File: config.mk
export PLATFORM = sky130hd
export DESIGN_NAME = esf_event_flags
export DESIGN_NICKNAME = d
export VERILOG_FILES = /design/src/hdl/esf_pkg.sv /design/src/hdl/esf_checksum.sv /design/src/hdl/esf_event_flags.sv
export SDC_FILE = /design/constraint.sdc
export NUM_CORES = 1
export LEC_CHECK = 0
export ABC_AREA = 1
export ABC_CLOCK_PERIOD_IN_PS = 2100
export BUFFER_PORTS_ARGS = -buffer_cell sky130_fd_sc_hd__buf_2
export CAP_MARGIN = 20
export CELL_PAD_IN_SITES_DETAIL_PLACEMENT = 1
export CELL_PAD_IN_SITES_GLOBAL_PLACEMENT = 1
export CORE_MARGIN = 2
export CORE_UTILIZATION = 39
export CTS_CLUSTER_DIAMETER = 80
export DETAILED_ROUTE_END_ITERATION = 8
export PLACE_DENSITY = 0.9
export SKIP_LAST_GASP = 1
export SYNTH_ARGS = -nofsm -noshare
export SYNTH_HDL_FRONTEND = slang
export SYNTH_SLANG_ARGS = --single-unit
File: constraint.sdc
create_clock -name i_clk_sys -period 2.1 [get_ports i_clk_sys]
set_input_delay 0.21 -clock i_clk_sys [delete_from_list [all_inputs] [get_ports i_clk_sys]]
set_output_delay 0.21 -clock i_clk_sys [all_outputs]
set_load 0.005 [all_outputs]
File: src/hdl/esf_pkg.sv
// package: register map, field positions and shared types for event flags
package esf_pkg;

    // =========================================================
    // register offsets
    localparam logic [5:0] ESF_OFS_STATUS   = 6'h02;
    localparam logic [5:0] ESF_OFS_CHECKSUM = 6'h03;

    // =========================================================
    // field positions in the event status register
    localparam int ESF_BIT_POWER_ON  = 0;
    localparam int ESF_BIT_SUPPLY_LO = 7;
    localparam int ESF_BIT_CK_DONE   = 8;
    localparam int ESF_BIT_FAC_ERR   = 13;

    // =========================================================
    // reset values and checksum polynomial
    localparam logic [23:0] ESF_STATUS_RST   = 24'h00_0001;
    localparam logic [23:0] ESF_CHECKSUM_RST = 24'h00_FFFF;
    localparam logic [15:0] ESF_CK_SEED      = 16'hFFFF;
    localparam logic [15:0] ESF_CK_POLY      = 16'h1021;

    // =========================================================
    // checksum engine states and shared carriers
    typedef enum logic [1:0] {
        ESF_CK_IDLE = 2'b00,
        ESF_CK_RUN  = 2'b01,
        ESF_CK_DONE = 2'b10
    } esf_ck_state_t;

    typedef struct packed {
        logic fac_err;
        logic supply_lo;
        logic ck_done;
        logic power_on;
    } esf_events_t;

    typedef struct packed {
        logic       rd_en;
        logic [5:0] addr;
    } esf_rd_req_t;

endpackage : esf_pkg

File: src/hdl/esf_checksum.sv
// serial checksum engine over a stream of 24-bit register words
module esf_checksum (
    // clock and reset
    input  wire logic        i_clk_sys,
    input  wire logic        i_rst_n,
    // control
    input  wire logic        i_start,
    input  wire logic [23:0] i_word,
    input  wire logic        i_word_valid,
    input  wire logic        i_word_last,
    // result
    output logic             o_busy,
    output logic             o_done,
    output logic [15:0]      o_result
);

    // =========================================================
    // state
    esf_pkg::esf_ck_state_t state_r;
    logic [15:0]            crc_r;
    logic [15:0]            crc_nxt;

    always_comb begin
        crc_nxt = crc_r;
        for (int b = 23; b >= 0; b--) begin
            if (crc_nxt[15] ^ i_word[b]) begin
                crc_nxt = {crc_nxt[14:0], 1'b0} ^ esf_pkg::ESF_CK_POLY;
            end else begin
                crc_nxt = {crc_nxt[14:0], 1'b0};
            end
        end
    end

    always_ff @(posedge i_clk_sys or negedge i_rst_n) begin
        if (!i_rst_n) begin
            state_r <= esf_pkg::ESF_CK_IDLE;
            crc_r   <= esf_pkg::ESF_CK_SEED;
        end else begin
            case (state_r)
                esf_pkg::ESF_CK_IDLE: begin
                    if (i_start) begin
                        state_r <= esf_pkg::ESF_CK_RUN;
                        crc_r   <= esf_pkg::ESF_CK_SEED;
                    end
                end
                esf_pkg::ESF_CK_RUN: begin
                    if (i_word_valid) begin
                        crc_r <= crc_nxt;
                        if (i_word_last) begin
                            state_r <= esf_pkg::ESF_CK_DONE;
                        end
                    end
                end
                esf_pkg::ESF_CK_DONE: begin
                    state_r <= esf_pkg::ESF_CK_IDLE;
                end
                default: begin
                    state_r <= esf_pkg::ESF_CK_IDLE;
                end
            endcase
        end
    end

    assign o_busy   = (state_r == esf_pkg::ESF_CK_RUN);
    assign o_done   = (state_r == esf_pkg::ESF_CK_DONE);
    assign o_result = crc_r;

endmodule // esf_checksum

File: src/hdl/esf_event_flags.sv
// event status flags, checksum trigger/result and event output pin
// What this block does
// RULE1: factory-check error sets status bit 13 when factory load fails.
// RULE2: after factory load a self-check verdict is taken from the loader.
// RULE3: failed self-check sets factory-check error with the power-on flag.
// RULE4: host should issue software reset on factory-check error; advisory.
// RULE5: factory-check error reads zero after good load or status read.
// RULE6: checksum-done bit 8 sets once a triggered checksum finishes.
// RULE7: checksum-done reads zero while running, unstarted, or after read; here a new start leaves an unread done flag set.
// RULE8: finished checksum result is readable at offset 3h.
// RULE9: host triggers checksum over programmed registers; device computes it.
// RULE10: supply-low bit 7 sets when under-voltage begins.
// RULE11: supply-low also sets when under-voltage goes away.
// RULE12: supply-low reads zero if no change since last status read.
// RULE13: status register read clears all flags to default value.
// RULE14: event pin released at chip-select rising edge ending status read.
// RULE15: flags hold set until a status read; repeats keep them set.
module esf_event_flags (
    // clock and reset
    input  wire logic        i_clk_sys,
    input  wire logic        i_resetn,
    // register read port from the serial front end
    input  wire logic        i_rd_en,
    input  wire logic [5:0]  i_rd_addr,
    input  wire logic        i_cs_rise,
    output logic [23:0]      o_rd_data,
    // factory settings loader
    input  wire logic        i_fac_load_done,
    input  wire logic        i_fac_check_ok,
    // supply monitor
    input  wire logic        i_supply_low,
    // checksum trigger and register word stream
    input  wire logic        i_ck_start,
    input  wire logic [23:0] i_ck_word,
    input  wire logic        i_ck_word_valid,
    input  wire logic        i_ck_word_last,
    output logic             o_ck_busy,
    // event output pin, open drain, and status word
    output logic             o_event_n_out,
    output logic             o_event_n_oe,
    output logic [23:0]      o_status
);

    // =========================================================
    // reset release
    logic rst_meta_r;
    logic rst_n_r;

    always_ff @(posedge i_clk_sys or negedge i_resetn) begin
        if (!i_resetn) begin
            rst_meta_r <= 1'b0;
            rst_n_r    <= 1'b0;
        end else begin
            rst_meta_r <= 1'b1;
            rst_n_r    <= rst_meta_r;
        end
    end

    // =========================================================
    // checksum engine
    logic        ck_done;
    logic [15:0] ck_result;

    esf_checksum u_checksum (
        .i_clk_sys    (i_clk_sys),
        .i_rst_n      (rst_n_r),
        .i_start      (i_ck_start),           // RULE9
        .i_word       (i_ck_word),
        .i_word_valid (i_ck_word_valid),
        .i_word_last  (i_ck_word_last),
        .o_busy       (o_ck_busy),
        .o_done       (ck_done),
        .o_result     (ck_result)
    );

    // =========================================================
    // event detection
    logic supply_low_d_r;
    logic fac_seen_r;
    esf_pkg::esf_events_t ev;
    esf_pkg::esf_events_t flags_r;
    logic status_rd;
    logic clr_pend_r;

    always_ff @(posedge i_clk_sys or negedge rst_n_r) begin
        if (!rst_n_r) begin
            supply_low_d_r <= 1'b0;
            fac_seen_r     <= 1'b0;
        end else begin
            supply_low_d_r <= i_supply_low;
            if (i_fac_load_done) begin
                fac_seen_r <= 1'b1;
            end
        end
    end

    always_comb begin
        // one-shot verdict on the first load completion
        ev.fac_err = i_fac_load_done & ~fac_seen_r & ~i_fac_check_ok; // RULE2
        ev.power_on  = ev.fac_err;                                // RULE3
        ev.supply_lo = i_supply_low ^ supply_low_d_r;    // RULE10 RULE11
        ev.ck_done   = ck_done;                                   // RULE6
    end

    // =========================================================
    // sticky flags; the clear is deferred to the chip-select rise so the
    // value shifted out stays stable, and a same-cycle event wins
    assign status_rd = i_rd_en && (i_rd_addr == esf_pkg::ESF_OFS_STATUS);

    always_ff @(posedge i_clk_sys or negedge rst_n_r) begin
        if (!rst_n_r) begin
            clr_pend_r <= 1'b0;
        end else if (i_cs_rise) begin
            clr_pend_r <= 1'b0;
        end else if (status_rd) begin
            clr_pend_r <= 1'b1;
        end
    end

    always_ff @(posedge i_clk_sys or negedge rst_n_r) begin
        if (!rst_n_r) begin
            flags_r <= esf_pkg::esf_events_t'(4'b0001);
        end else if (i_cs_rise && (clr_pend_r || status_rd)) begin
            flags_r <= ev;  // RULE13 RULE5 RULE7 RULE12
        end else begin
            flags_r <= flags_r | ev;                              // RULE15
        end
    end

    // =========================================================
    // checksum result register, seeded until the first run completes
    logic [23:0] ck_result_r;

    always_ff @(posedge i_clk_sys or negedge rst_n_r) begin
        if (!rst_n_r) begin
            ck_result_r <= esf_pkg::ESF_CHECKSUM_RST;
        end else if (ck_done) begin
            ck_result_r <= {8'h00, ck_result};                     // RULE8
        end
    end

    // =========================================================
    // status word and read data
    always_comb begin
        o_status = 24'h00_0000;
        o_status[esf_pkg::ESF_BIT_FAC_ERR]   = flags_r.fac_err;   // RULE1
        o_status[esf_pkg::ESF_BIT_CK_DONE]   = flags_r.ck_done;
        o_status[esf_pkg::ESF_BIT_SUPPLY_LO] = flags_r.supply_lo;
        o_status[esf_pkg::ESF_BIT_POWER_ON]  = flags_r.power_on;
    end

    always_ff @(posedge i_clk_sys or negedge rst_n_r) begin
        if (!rst_n_r) begin
            o_rd_data <= 24'h00_0000;
        end else if (i_rd_en) begin
            case (i_rd_addr)
                esf_pkg::ESF_OFS_STATUS:   o_rd_data <= o_status;
                esf_pkg::ESF_OFS_CHECKSUM: o_rd_data <= ck_result_r;
                default:                   o_rd_data <= 24'h00_0000;
            endcase
        end
    end

    // =========================================================
    // event pin: pulled low while any flag is set; the flag clear lands
    // on the chip-select rise, so the pin releases on that same edge
    assign o_event_n_out = 1'b0;
    assign o_event_n_oe  = |flags_r;                              // RULE14

endmodule // esf_event_flags

==> impl_table.tex <==
\begin{tabular}{lr}
\hline
Metric & Value \\
\hline
\multicolumn{2}{l}{\textbf{STA}} \\
\quad Pin slew with the least headroom to its limit & 716 ps \\
\quad Setup repair after global routing missed its margin & yes \\
\quad Min Tclk post-route & 2410 ps \\
\quad Final period util & 115\% \\
\quad Final Max Slew Viols & 0 \\
\quad Max Clock Skew & 13.7 ps \\
\quad Relative slew slack & 52.3\% \\
\quad Maximum clock frequency & 416 MHz \\
\quad Post-layout worst setup margin & -306 ps \\
\quad Fin Setup TNS & -1570 ps \\
\quad Final count of negative-setup-slack endpoints & 13 \\
\quad Hold violation total from the final report & 0 \\
\multicolumn{2}{l}{\textbf{Die}} \\
\quad Cell row count & 35 \\
\quad Vert. Die Dim & 101 µm \\
\quad Full die area & 10,200 µm² \\
\quad I/O Pins & 91 \\
\quad Initial Utilization & 40.0\% \\
\quad Placeable core area & 9200 µm² \\
\quad X dimension of the die & 101 µm \\
\multicolumn{2}{l}{\textbf{Logic synthesis}} \\
\quad Number of distinct library cell variants in the gate-level netlist after synthesis & 30 \\
\quad Syn Inst Count & 475 \\
\quad Post-Synth XOR/XNOR Area & 8.27\% \\
\quad Adder-cell share of the synthesized area & 0\% \\
\quad Post-Syn Area per Cell & 7.74 µm² \\
\quad Mapped cell area & 3680 µm² \\
\quad Yosys synthesis warning count & 0 \\
\quad Share of cell area taken by muxes after synthesis & 0\% \\
\quad Combinational family with the most area after synthesis & simple AND/OR/NAND/NOR gates \\
\quad FF+latch count, synth & 59 \\
\quad Complex-gate fraction of the synthesized area & 7.55\% \\
\quad Share of synthesized cell area in and, or, nand and nor gates & 29.0\% \\
\quad Post-synthesis sequential area ratio & 41.3\% \\
\multicolumn{2}{l}{\textbf{Route}} \\
\quad Wirelength per Cell & 18.9 µm \\
\quad Total via count in the routed design & 3,620 \\
\quad Drt pass-1 iters & 5 \\
\quad Residual antenna-violating net count after detailed routing & 0 \\
\quad Starting DRT DRC Count & 242 \\
\quad Total length of routed wires & 13.2 mm \\
\quad Ratio of routed vias to standard cells & 5.20 \\
\quad DRC violation count after routing & 0 \\
\multicolumn{2}{l}{\textbf{Global route}} \\
\quad Pin count of the biggest net entering global routing & 58 \\
\quad Global-route wire length before repair & 18.6 mm \\
\quad Number of global-route vias before repair & 3,746 \\
\quad GRT Total Usage & 23.9\% \\
\quad Number of antenna violations at the first check in global routing & 0 \\
\quad Global route overflow & 0 \\
\multicolumn{2}{l}{\textbf{Power}} \\
\quad Leakage power total & 2.62 nW \\
\quad Total Power Consumption & 9.76 mW \\
\quad Maximum vdd ir drop & 0.000863 V \\
\quad Power per standard cell area & 1970 nW/µm² \\
\multicolumn{2}{l}{\textbf{Critical path}} \\
\quad WP data arrival & 2670 ps \\
\quad Critical Path Source Type & register \\
\quad Worst R2R End & u\_checksum.o\_result[12]\$\_DFFE\_PN1P\_ \\
\quad Crit-path max FO & 4 \\
\quad Logic depth of the worst register-to-register path & 18 \\
\quad Reg-to-reg startpoint & u\_checksum.o\_result[11]\$\_DFFE\_PN1P\_ \\
\quad Critical Path End & u\_checksum.o\_result[12]\$\_DFFE\_PN1P\_ \\
\quad Crit path required time & 2370 ps \\
\quad Endpoint kind of the worst setup timing path & register \\
\quad Worst R2R Setup Slack & -310 ps \\
\quad Start point of the critical path & u\_checksum.o\_result[11]\$\_DFFE\_PN1P\_ \\
\quad Start-to-end type of the worst setup path & register to register \\
\multicolumn{2}{l}{\textbf{Placement}} \\
\quad Worst slack at placement & -86.6 ps \\
\quad PortBufs & 61 \\
\quad DP Wirelength & 7.83 mm \\
\quad Placer congestion estimate & 0.879 \\
\multicolumn{2}{l}{\textbf{Cells and area}} \\
\quad Post-synthesis to final-layout area growth & 34.9\% \\
\quad Antenna diode instance count & 0 \\
\quad End-of-flow core utilization & 54.0\% \\
\quad Commonest non-fill, non-tap cells in the layout & sky130\_fd\_sc\_hd\_\_nand2\_1 (97), sky130\_fd\_sc\_hd\_\_buf\_2 (61), sky130\_fd\_sc\_hd\_\_inv\_1 (60) \\
\quad Commonest non-fill, non-tap cell in the layout & sky130\_fd\_sc\_hd\_\_nand2\_1 \\
\quad Count of nets after finishing & 620 \\
\quad Layout cells sized above 1 & 43.8\% \\
\multicolumn{2}{l}{\textbf{Job}} \\
\quad Count of max-cap constraint violations & 0 \\
\multicolumn{2}{l}{\textbf{Status}} \\
\quad Status & finished with violations \\
\quad Failing checks & setup timing \\
\multicolumn{2}{l}{\textbf{CTS}} \\
\quad Worst-path clk slew & 70 ps \\
\quad Root Buffer & sky130\_fd\_sc\_hd\_\_clkbuf\_8 \\
\quad Largest buffer count on any clock path & 2 \\
\quad TritonCTS clock tree & built \\
\quad Total clock sinks & 59 \\
\quad Number of buffers created by CTS & 9 \\
\quad CTS H-tree lvls & 3 \\
\quad Latest clock arrival within the worst-skew pair & 350 ps \\
\multicolumn{2}{l}{\textbf{Min path}} \\
\quad Worst Hold Class & input pin to register \\
\hline
\end{tabular}
-- worst min-delay path by stage --
stage	start	end	slack, ps	cells past startpoint
2_1_floorplan	i_resetn	rst_meta_r$_DFF_PN0_	-90	0
3_3_place_gp	i_resetn	rst_meta_r$_DFF_PN0_	-6	1
3_5_place_dp	i_resetn	rst_meta_r$_DFF_PN0_	-3	1
4_1_cts	i_cs_rise	clr_pend_r$_DFFE_PN0P_	10	2
5_1_grt	i_cs_rise	clr_pend_r$_DFFE_PN0P_	30	2
6_report	i_cs_rise	clr_pend_r$_DFFE_PN0P_	30	2
-- stage by stage --
stage | std cells | hold WS, ps | instance area (µm²)
6_report | 696 | 32.7 | 4960
5_1_grt | 696 | 30.0 | 4960
4_1_cts | 688 | 13.1 | 4590
3_5_place_dp | 652 | -3.22 | 4080
3_3_place_gp | 652 | -6.19 | 4080
2_1_floorplan | 503 | -85.6 | 3780
-- Yosys cell counts (all sizes together) --
master | n | area [µm²]
inv | 69 | 259
nand4 | 3 | 18.8
nor3b | 1 | 7.51
o21ai | 28 | 140
dfrtp | 26 | 651
nor3 | 1 | 5.00
buf | 30 | 223
nand3 | 33 | 185
a21boi | 1 | 7.51
nand2 | 160 | 723
nand3b | 4 | 30.0
a22oi | 1 | 7.51
xnor2 | 16 | 155
clkbuf | 5 | 18.8
a21oi | 10 | 50.1
or2 | 2 | 15.0
nor2 | 22 | 82.6
conb | 2 | 7.51
dfstp | 33 | 867
o221ai | 4 | 35.0
clkinv | 1 | 3.75
xor2 | 17 | 149
o22ai | 6 | 37.5
-- registers in the layout, indices dropped and copies added, names as in the netlist --
| register | flops |
|---|---|
| supply_low_d_r | 1 |
| rst_meta_r | 1 |
| clr_pend_r | 1 |
| o_rd_data | 16 |
| o_status | 4 |
| u_checksum.o_result | 16 |
| fac_seen_r | 1 |
| ck_result_r | 16 |
| rst_n_r | 1 |
| u_checksum.state_r | 2 |
-- timing repair --
item / in CTS / in global routing
endpoints found under the setup margin: 11 / 16
gates resized for setup: 32 / 65
hold buffers: 2 / 0
hold endpoints to repair: 3 / 0
buffers inserted: 18 / 8
pin swaps: 20 / 21
-- layout make-up --
cell class                 instances  area (µm²)
clock buffer                      14         153
clock inverter                     2        35.0
fill                            1128        4230
inverter                          70         268
multi-input combinational        339        2220
sequential                        59        1520
tap                              111         139
timing repair buffer             101         631
-- critical path, stage by stage (launching register included) --
cell	delay [ps]
sky130_fd_sc_hd__dfstp_2	630
sky130_fd_sc_hd__inv_2	70
sky130_fd_sc_hd__nand2_2	70
sky130_fd_sc_hd__nand2_2	60
sky130_fd_sc_hd__nand2_4	120
sky130_fd_sc_hd__nand2_4	90
sky130_fd_sc_hd__nand2_8	90
sky130_fd_sc_hd__nand2_4	70
sky130_fd_sc_hd__nand2_4	80
sky130_fd_sc_hd__nand2_4	60
sky130_fd_sc_hd__buf_4	140
sky130_fd_sc_hd__nand2_1	100
sky130_fd_sc_hd__nand3_1	170
sky130_fd_sc_hd__nand2_2	140
sky130_fd_sc_hd__inv_1	70
sky130_fd_sc_hd__nand2_2	80
sky130_fd_sc_hd__nand3_2	100
sky130_fd_sc_hd__nand2_2	120
sky130_fd_sc_hd__inv_1	60
-- per-layer routing --
metal	GRT usage, %	vias to the layer above	wire (µm)	part of all wire, %
met4	11.5	0	690	5.2
met2	44.1	157	6740	51
met1	25.9	1790	5080	39
met5	0	-	0	0
met3	4.99	59	653	5.0
li1	-	1614	-	-
-- power breakdown --
part / leakage [nW] / internal, mW / total (mW) / switching [mW]
clock network: 0.0947 / 0.581 / 1.02 / 0.442
logic: 1.84 / 2.54 / 6.81 / 4.28
registers: 0.684 / 1.63 / 1.93 / 0.296
-- cells by family after synthesis --
kind of cell,after synthesis
compound gates,50
xor+xnor,33
buf+inv,105
flops,59
other cells,2
simple gates,226
Power figures use the tool's default switching activity.
